## src/hdl/option_slot_pkg.sv

```systemverilog
package option_slot_pkg;
  // Image geometry: 8 bytes, one bit per slot
  localparam int IMAGE_BYTES = 8;
  localparam int SLOT_BITS = 64;
  localparam int SLOT_IDX_W = 6;
  localparam int COUNT_W = 8;
  // Control and feedback bit 0 is the validity / active flag
  localparam int VALID_BIT = 0;
  // Highest slot number the diagnostics can hold
  localparam logic [COUNT_W-1:0] MAX_REPORTED = 8'h3F;
  // Fault code for a record aimed at an absent slot
  localparam logic [15:0] FAULT_ABSENT_SLOT = 16'h80B0;
  localparam logic [15:0] FAULT_NONE = 16'h0000;
  // Diagnostic status byte 1 bit for external diagnosis
  localparam int STATUS1_EXT_BIT = 3;
  localparam logic [7:0] STATUS1_RESET = 8'h00;
  localparam logic [SLOT_BITS-1:0] MAP_RESET = 64'h0000_0000_0000_0000;
endpackage

```

## src/hdl/option_slot_presence_control.sv

```systemverilog
`timescale 1ns/10ps
module option_slot_presence_control
  import option_slot_pkg::*;
#(
  parameter int DATA_W = 32 // Station process data width
) (
  input wire logic clk, // Station clock, 125 MHz
  input wire logic reset, // Synchronous reset, active high
  input wire logic cfg_accepted, // Configuration data accepted pulse
  input wire logic cycle_strobe, // One exchange cycle pulse
  input wire logic ctrl_wr, // Control image write pulse
  input wire logic [SLOT_BITS-1:0] ctrl_image, // Control image, byte k in bits 8k+7..8k
  input wire logic [DATA_W-1:0] output_process_image, // Other output bytes from master
  input wire logic [DATA_W-1:0] station_inputs, // Input data from modules
  input wire logic [SLOT_BITS-1:0] slot_configured, // Designed configuration per slot
  input wire logic [SLOT_BITS-1:0] slot_plugged, // Module physically present per slot
  input wire logic [SLOT_BITS-1:0] slot_good, // Right module with good status
  input wire logic [COUNT_W-1:0] plugged_count, // Plugged modules as the station counts them
  input wire logic allow_mismatch, // Operation with set/actual mismatch allowed
  input wire logic nv_valid_in, // Retained option information valid
  input wire logic [SLOT_BITS-1:0] nv_map_in, // Retained slot presence map
  input wire logic ds_req, // Data record request pulse
  input wire logic [SLOT_IDX_W-1:0] ds_slot, // Configured slot number of request
  output logic [DATA_W-1:0] station_outputs, // Output data to modules
  output logic [DATA_W-1:0] input_process_image, // Input data to master
  output logic [SLOT_BITS-1:0] slot_presence_feedback, // Feedback image
  output logic [SLOT_BITS-1:0] actual_slot_map, // Present modules, consecutive from 1
  output logic [SLOT_BITS-1:0] iso_timing_map, // Slots used for cycle timing
  output logic io_enable, // Station I/O active
  output logic nv_write, // Store map to retentive memory pulse
  output logic [SLOT_BITS-1:0] nv_map_out, // Map to retain
  output logic ds_ack, // Record request answered pulse
  output logic ds_reject, // Record request rejected
  output logic [15:0] ds_fault_code, // Fault code of answer
  output logic diag_no_module, // No module diagnostic
  output logic diag_wrong_module, // Incorrect module diagnostic
  output logic id_diag_overflow, // Highest identifier diagnostic bit
  output logic [7:0] diag_status1, // Diagnostic status byte 1
  output logic group_fault_indicator, // Station fault lamp
  output logic bus_fault_indicator // Bus fault lamp
);

  // Operating states of the station
  typedef enum logic [2:0] {
    S_UNCFG,
    S_WAIT_OPT,
    S_RUN,
    S_HOLD,
    S_REFUSED
  } state_type;

  // All state of the block
  typedef struct packed {
    state_type st;
    logic boot_done;
    logic [SLOT_BITS-1:0] ctrl_raw;
    logic [SLOT_BITS-1:0] applied;
    logic opt_valid;
    logic [SLOT_BITS-1:0] fb;
    logic [SLOT_BITS-1:0] actual;
    logic [SLOT_BITS-1:0] iso;
    logic [DATA_W-1:0] outs;
    logic [DATA_W-1:0] ins;
    logic nv_wr;
    logic ds_ack;
    logic ds_rej;
    logic [15:0] ds_code;
    logic no_mod;
    logic wrong_mod;
    logic ovf;
    logic refused;
  } ctl_type;

  ctl_type r; // Registered state
  ctl_type n; // Next state
  logic [COUNT_W-1:0] present_cnt; // Plugged slots 1..63
  logic [SLOT_BITS-1:0] consec_map; // Thermometer of present modules
  logic [SLOT_BITS-1:0] expected; // Slots that should hold a module
  logic miss_any; // Some expected slot is empty
  logic wrong_any; // Some expected slot has wrong or bad module
  logic match; // Actual arrangement equals configured one
  logic evaluate; // Start-up test requested this cycle

  // Count the plugged slots above the interface slot
  always_comb begin
    present_cnt = '0;
    for (int i = 1; i < SLOT_BITS; i++) begin
      present_cnt = present_cnt + COUNT_W'(slot_plugged[i]);
    end
  end

  // Consecutive slot numbers from 1 without gaps
  genvar g;
  generate
    for (g = 0; g < SLOT_BITS; g++) begin : g_consec
      assign consec_map[g] = (g != 0) && (COUNT_W'(g) <= present_cnt);
    end
  endgenerate

  // Next-state logic
  always_comb begin
    n = r;
    n.nv_wr = 1'b0;
    n.ds_ack = 1'b0;
    evaluate = 1'b0;
    // Capture retained option information once after reset release
    if (!r.boot_done) begin
      n.boot_done = 1'b1;
      n.opt_valid = nv_valid_in;
      n.applied = nv_map_in;
    end else if (ctrl_wr && (ctrl_image != r.ctrl_raw)) begin
      n.ctrl_raw = ctrl_image;
      if (ctrl_image[VALID_BIT]) begin
        n.applied = ctrl_image;
        n.opt_valid = 1'b1;
        n.nv_wr = 1'b1;
        evaluate = (r.st == S_WAIT_OPT);
      end
    end
    expected = n.applied & slot_configured;
    expected[VALID_BIT] = 1'b0;
    miss_any = |(expected & ~slot_plugged);
    wrong_any = |(expected & slot_plugged & ~slot_good);
    match = !miss_any && !wrong_any;
    // State sequencing
    case (r.st)
      S_UNCFG: begin
        if (cfg_accepted && r.boot_done) begin
          if (r.opt_valid) begin
            evaluate = 1'b1;
          end else begin
            n.st = S_WAIT_OPT;
          end
        end
      end
      S_WAIT_OPT: begin
        // Stays here until a valid control image arrives
        n.st = S_WAIT_OPT;
      end
      S_RUN: begin
        if (!match) begin
          n.st = S_HOLD;
        end
      end
      S_HOLD, S_REFUSED: begin
        // Re-enable once arrangement matches again
        if (match) begin
          n.st = S_RUN;
        end
      end
      default: begin
        n.st = S_UNCFG;
      end
    endcase
    // Start-up test of set against actual arrangement
    if (evaluate) begin
      if (match) begin
        n.st = S_RUN;
      end else if (!allow_mismatch) begin
        n.st = S_REFUSED;
      end else begin
        n.st = S_HOLD;
      end
    end
    n.refused = (n.st == S_REFUSED);
    n.no_mod = n.refused && miss_any;
    n.wrong_mod = n.refused && wrong_any;
    n.ovf = (plugged_count > MAX_REPORTED);
    n.actual = consec_map;
    n.iso = slot_configured;
    // Cyclic exchange of process data and feedback
    if (cycle_strobe) begin
      // other output bytes ignored while waiting
      n.outs = (n.st == S_RUN) ? output_process_image : '0;
      n.ins = (n.st == S_RUN) ? station_inputs : '0;
      n.fb = n.applied & slot_configured & slot_plugged & slot_good;
      // bit 0 shows option handling active
      n.fb[VALID_BIT] = n.opt_valid;
    end
    if (n.st != S_RUN) begin
      n.outs = '0;
    end
    // Data record request handling
    if (ds_req) begin
      n.ds_ack = 1'b1;
      n.ds_rej = (ds_slot != '0) && !(n.applied[ds_slot] && slot_configured[ds_slot]);
      n.ds_code = n.ds_rej ? FAULT_ABSENT_SLOT : FAULT_NONE;
    end
  end

  // State register
  always_ff @(posedge clk) begin
    if (reset) begin
      r.st <= S_UNCFG;
      r.boot_done <= 1'b0;
      r.ctrl_raw <= MAP_RESET;
      r.applied <= MAP_RESET;
      r.opt_valid <= 1'b0;
      r.fb <= MAP_RESET;
      r.actual <= MAP_RESET;
      r.iso <= MAP_RESET;
      r.outs <= '0;
      r.ins <= '0;
      r.nv_wr <= 1'b0;
      r.ds_ack <= 1'b0;
      r.ds_rej <= 1'b0;
      r.ds_code <= FAULT_NONE;
      r.no_mod <= 1'b0;
      r.wrong_mod <= 1'b0;
      r.ovf <= 1'b0;
      r.refused <= 1'b0;
    end else begin
      r <= n;
    end
  end

  // Output mapping
  assign station_outputs = r.outs;
  assign input_process_image = r.ins;
  assign slot_presence_feedback = r.fb;
  assign actual_slot_map = r.actual;
  assign iso_timing_map = r.iso;
  // I/O runs as soon as state is run
  assign io_enable = (r.st == S_RUN);
  assign nv_write = r.nv_wr;
  assign nv_map_out = r.applied;
  assign ds_ack = r.ds_ack;
  assign ds_reject = r.ds_rej;
  assign ds_fault_code = r.ds_code;
  assign diag_no_module = r.no_mod;
  assign diag_wrong_module = r.wrong_mod;
  assign id_diag_overflow = r.ovf;
  always_comb begin
    diag_status1 = STATUS1_RESET;
    diag_status1[STATUS1_EXT_BIT] = r.ovf;
  end
  assign group_fault_indicator = r.ovf || r.refused;
  assign bus_fault_indicator = r.refused;

endmodule // option_slot_presence_control

```

## config.mk

```make
export PLATFORM = sky130hd
export DESIGN_NAME = option_slot_presence_control
export DESIGN_NICKNAME = d
export VERILOG_FILES = /design/src/hdl/option_slot_pkg.sv /design/src/hdl/option_slot_presence_control.sv
export SDC_FILE = /design/constraint.sdc
export NUM_CORES = 1
export LEC_CHECK = 0
export BUFFER_PORTS_ARGS = -buffer_cell sky130_fd_sc_hd__buf_4
export CORE_AREA = 5 5 291 293
export CTS_CLUSTER_DIAMETER = 40
export DETAILED_ROUTE_END_ITERATION = 6
export DIE_AREA = 0 0 296 298
export GPL_TIMING_DRIVEN = 0
export HOLD_SLACK_MARGIN = 0.08
export PLACE_DENSITY = 0.53
export SYNTH_ARGS = -nofsm -noshare
export SYNTH_HDL_FRONTEND = slang
export SYNTH_SLANG_ARGS = --single-unit
export TNS_END_PERCENT = 5
```

## constraint.sdc

```tcl
create_clock -name clk -period 20.9 [get_ports clk]
set_input_delay 5.225 -clock clk [delete_from_list [all_inputs] [get_ports clk]]
set_output_delay 5.225 -clock clk [all_outputs]
set_load 0.01 [all_outputs]
```

; Word-level counts from Yosys, hierarchy flattened
; Index checks and enable logic that the tools add are counted.
[classes]
bitwise_logic = 10
n_reduce_logical = 19
addsub = 62
mux = 33
n_lt_le_gt_ge = 65
eq_ne = 8
[ops]
columns = cell, count
row1 = $add A8 B1 Y8, 55
row2 = $mux W409, 1
row3 = $and A64 B64 Y64, 6
row4 = $le A6 B8 Y1 const A, 32
row5 = $mux W64, 3
row6 = $mux W65, 2
row7 = $mux W129, 1
row8 = $le A5 B8 Y1 const A, 16
row9 = $not A64 Y64, 2
row10 = $reduce_or A64 Y1, 2
row11 = $mux W32, 3
row12 = $le A4 B8 Y1 const A, 8
row13 = $ne A64 B64 Y1, 1
row14 = $le A3 B8 Y1 const A, 4
row15 = $mux W3, 7
row16 = $mux W18, 1
row17 = $le A2 B8 Y1 const A, 2
row18 = $mux W16, 1
row19 = $bmux W1 S6, 2
row20 = $pmux W3 S4, 1
row21 = $mux W1, 11
row22 = $eq A3 B2 Y1 const B, 3
row23 = $add A7 B1 Y8, 1
row24 = $gt A8 B6 Y1 const B, 1
row25 = other kinds (20), 31
[word_totals]
wordCells = 216
ff_bits = 412
output_inout_bits = 353

; Logic depth before layout (Yosys ltp)
[depth]
ltp_word = 64
mapped_depth = 27

; Least setup slack after synthesis
; No wires, ideal clock.
[synth_path]
path_type = input -> register
from = input slot_plugged[36]
to = register r (netlist bit actual_slot_map[61])
t_arrival_ps = 11798
t_required_ps = 20844
path_slack_ps = 9046
cell_stages = 26
path_buffers = 0
setup_ps = 56
path_cell_list = inv_1 fa_1 inv_1 fa_1 fa_1 inv_1 fa_1 inv_1 fa_1 fa_1 fa_1 inv_1 fa_1 inv_1 ha_1 nor2b_1 o21ai_0 nand2b_1 a21o_1 a21oi_1 xor2_1 nand2_1 a211oi_1 a21boi_0 a21o_1 or2_2
[synth_between]
elab_chain_len = 29
[synth_rtl]
columns = element, line_no
row1 = start: declaration, option_slot_presence_control.sv:16  ; input wire logic [SLOT_BITS-1:0] slot_plugged,
row2 = $add A8 B1 Y8 (28 in series), option_slot_presence_control.sv:88  ; present_cnt = present_cnt + COUNT_W'(slot_plugged[i]);
row3 = $le A6 B8 Y1, option_slot_presence_control.sv:96  ; assign consec_map[g] = (g != 0) && (COUNT_W'(g) <= present_cnt);
row4 = end signal: assignment, option_slot_presence_control.sv:213  ; r <= n;
row5 = end: declaration, option_slot_presence_control.sv:74  ; ctl_type r;
; Every way passes these cells.
; A chain may end at the register's enable or synchronous reset.

; Final worst setup path
; Same ends and word-level chain as after synthesis.

==> reports/results.txt <==
status: finished, violations left
failing checks: capacitance limit, slew limit
Synth area leader: dfxtp_1
GRT Residual Overflow: 0
#FFs+latches synth: 395
worst skew pair latency: 660 ps
via density per instance: 5.23
multi-input logic area: 11,300 um2
Reg area: 7910 um2
Reg clk slew, reported paths: 50 ps
RSZ-0062 raised after global routing: false
non-filler cells, final: 4,731
Slew HR: -5.50%
clock buffer depth: 3
Max VDD drop: 0.683 mV
worst slack at placement: 7860 ps
routability cong.: 1.07
floorplan row count: 105
CTS tree: built
share of the synthesized area in the top cell type: 34.6%
die footprint: 88,200 um2
Worst Tran Pin Value: 1570 ps
Final ANT Viol Nets: 0
IO buf count: 725
cts hold-fix bufs: 0
vias in the first global route: 23,900
number of synthesized flops with an enable pin: 0
CP Data Required Time: 21,510 ps
Post-synth ARST share: 0%
Starting Density: 28.0%
Ports: 759
routed vias: 24,700
top cells by area, synth: dfxtp_1 35%, buf_4 11%, nand2_1 5.1%
critical path class: in -> reg
clock skew: 59.0 ps
nets@finish: 4,045
# fillers: 8,581
Setup Fix Bufs, Post-CTS: 0
clk sinks: 395
largest net degree at the start of global routing: 15
placed wire-length estimate: 127,000 um
post-CTS resize count: 0
Post-Syn Area per Cell: 8.36 um2
antenna violations before repair: 24
CP Max Fanout: 10
Leakage: 15.1 nW
Initial DRT Pass Iterations: 6
die span in x: 296 um
WL per Instance: 32.4 um
Peak Freq: 0.0804 GHz
final wirelength: 154,000 um
minimum clock period: 12,430 ps
final setup TNS: 0 ps
first-pass GRT wire length: 202,000 um
Min-Delay Path Class: reg -> reg
crit share post-route: 59.5%
WHS: 453 ps
Pwr Density: 232 nW/um2
CTS root buf: clkbuf_16
share of post-route cells with drive strength above 1: 36.5%
Area growth syn-to-layout: 43.7%
final instance area: 32,900 um2
TritonCTS Buffers: 85
Worst setup EP type: flip-flop
final hold viol count: 0
crit path DAT: 13,040 ps
predominant post-synthesis flop cell: dfxtp_1
synthesis warning total: 0
CP Launch Type: input pin
gr usage total: 33.2%
Placed Cells: 4,554
CORE AREA: 81,600 um2
H-tree depth: 3
Post-DP Area: 29,700 um2
Power Total: 7.63 mW
Distinct cells, synth: 85
violation count after the first detailed-route iteration: 3,152
Die H: 298 um
Final WS setup: 8470 ps
# setup viols final: 0
sequential area share after synthesis: 34.6%
pins over their slew limit: 26
Syn Inst Count: 2,736
max_cap viols: 3
cell area after synthesis: 22,900 um2
Post-Route Utilization: 40.3%
detailed-route DRC error count: 0
-- cells in the mapped netlist (all sizes together), types with 12 or more instances --
cell / number
a2111oi: 15
a211oi: 26
a21oi: 166
and2: 15
and3: 17
buf: 370
clkbuf: 108
dfxtp: 395
fa: 53
ha: 15
inv: 153
mux2: 13
mux2i: 79
mux4: 29
nand2: 309
nand2b: 13
nand3: 96
nand3b: 12
nand4: 29
nor2: 228
nor2b: 84
nor3: 57
nor3b: 14
nor4: 22
o2111ai: 12
o211ai: 20
o21ai: 102
o221ai: 12
or2: 24
or3: 17
xnor2: 67
-- registers in the layout, indices dropped and copies added, names as in the netlist --
name / flops
r: 69
diag_wrong_module: 1
diag_no_module: 1
id_diag_overflow: 1
slot_presence_feedback: 64
ds_ack: 1
nv_map_out: 64
ds_fault_code: 1
input_process_image: 32
iso_timing_map: 64
nv_write: 1
actual_slot_map: 63
bus_fault_indicator: 1
station_outputs: 32
-- worst max-delay path, cell delays in order --
cell and delay (ps):
buf_4 100, inv_1 100, fa_1 550, inv_1 50, fa_1 450, fa_1 550
inv_1 50, fa_1 630, inv_1 80, fa_1 560, fa_1 460, fa_1 610
inv_1 80, fa_1 590, inv_1 60, ha_1 280, nor2b_1 130, o21ai_0 180
nand2b_1 140, a21o_1 200, a21oi_1 170, xor2_1 640, nand2_1 150, a211oi_1 390
a21boi_0 360, a21o_1 140, or2_2 100
-- final cells by class --
| cell class | count | area share [%] |
|---|---|---|
| Multi-Input combinational cell | 1726 | 34.5 |
| Sequential cell | 395 | 24.1 |
| Timing Repair Buffer | 729 | 16.6 |
| Buffer | 478 | 9.51 |
| Clock buffer | 102 | 6.94 |
| Tap cell | 1070 | 4.07 |
| Clock inverter | 57 | 2.40 |
| Inverter | 156 | 1.78 |
| Antenna cell | 18 | 0.137 |
-- final timing paths --
kind                                                 start  depth (start not counted)  slack [ps]                    endpoint
worst min register to register  slot_presence_feedback[10]                          2         450  slot_presence_feedback[10]
worst max-delay path                      slot_plugged[36]                         27        8470         actual_slot_map[61]
worst max register to register                      r[408]                         15       13290         station_outputs[10]
worst min-delay path            slot_presence_feedback[10]                          2         450  slot_presence_feedback[10]
-- routing by layer --
metal | global-route usage [%] | vias to the layer above | part of all wire (%)
met2 | 51.7 | 1618 | 44
met4 | 14.1 | 14 | 5.1
li1 | - | 10700 | -
met3 | 11.5 | 356 | 12
met1 | 41.8 | 12000 | 39
met5 | 0 | - | 0.060
-- where the power goes --
part / internal [mW] / switching (mW)
Sequential: 0.949 / 0.0280
Clock: 0.921 / 0.513
Combinational: 1.61 / 3.61
-- cell usage in the layout, fill, tap and decap left out, types with 14 or more instances in the layout --
cell type,Yosys,final
o211ai_1,20,20
nor3_1,57,57
diode_2,0,18
a21oi_1,166,166
conb_1,1,20
nor4_1,16,16
nand4_1,27,27
o21ai_0,72,72
buf_4,345,1070
mux4_2,29,29
ha_1,15,15
o21ai_1,30,30
nand3_1,96,96
fa_1,53,53
nor2b_1,84,84
xnor2_1,67,67
and3_1,17,17
nand2_1,308,308
clkbuf_16,0,85
nor3b_1,14,14
dfxtp_1,395,395
or2_2,24,24
and2_1,15,15
a211oi_1,25,25
or3_1,17,17
inv_1,152,152
clkbuf_1,108,115
nor2_1,227,227
mux2i_1,79,79
-- kinds of logic (layout without fill, tap and decap cells) --
| kind of cell | after synthesis | in the layout | share of synthesized area, % |
|---|---|---|---|
| flip-flops | 395 | 395 | 34.6 |
| multiplexers | 121 | 121 | 6.95 |
| AND/OR/NAND/NOR | 965 | 965 | 20.4 |
| other | 1 | 38 | 0.0164 |
| buffers and inverters | 634 | 1522 | 16.2 |
| AO/OA/AOI/OAI | 481 | 481 | 13.6 |
| adder cells (fa/ha/maj) | 68 | 68 | 5.46 |
| XOR/XNOR | 71 | 71 | 2.72 |
Power figures use the tool's default switching activity.
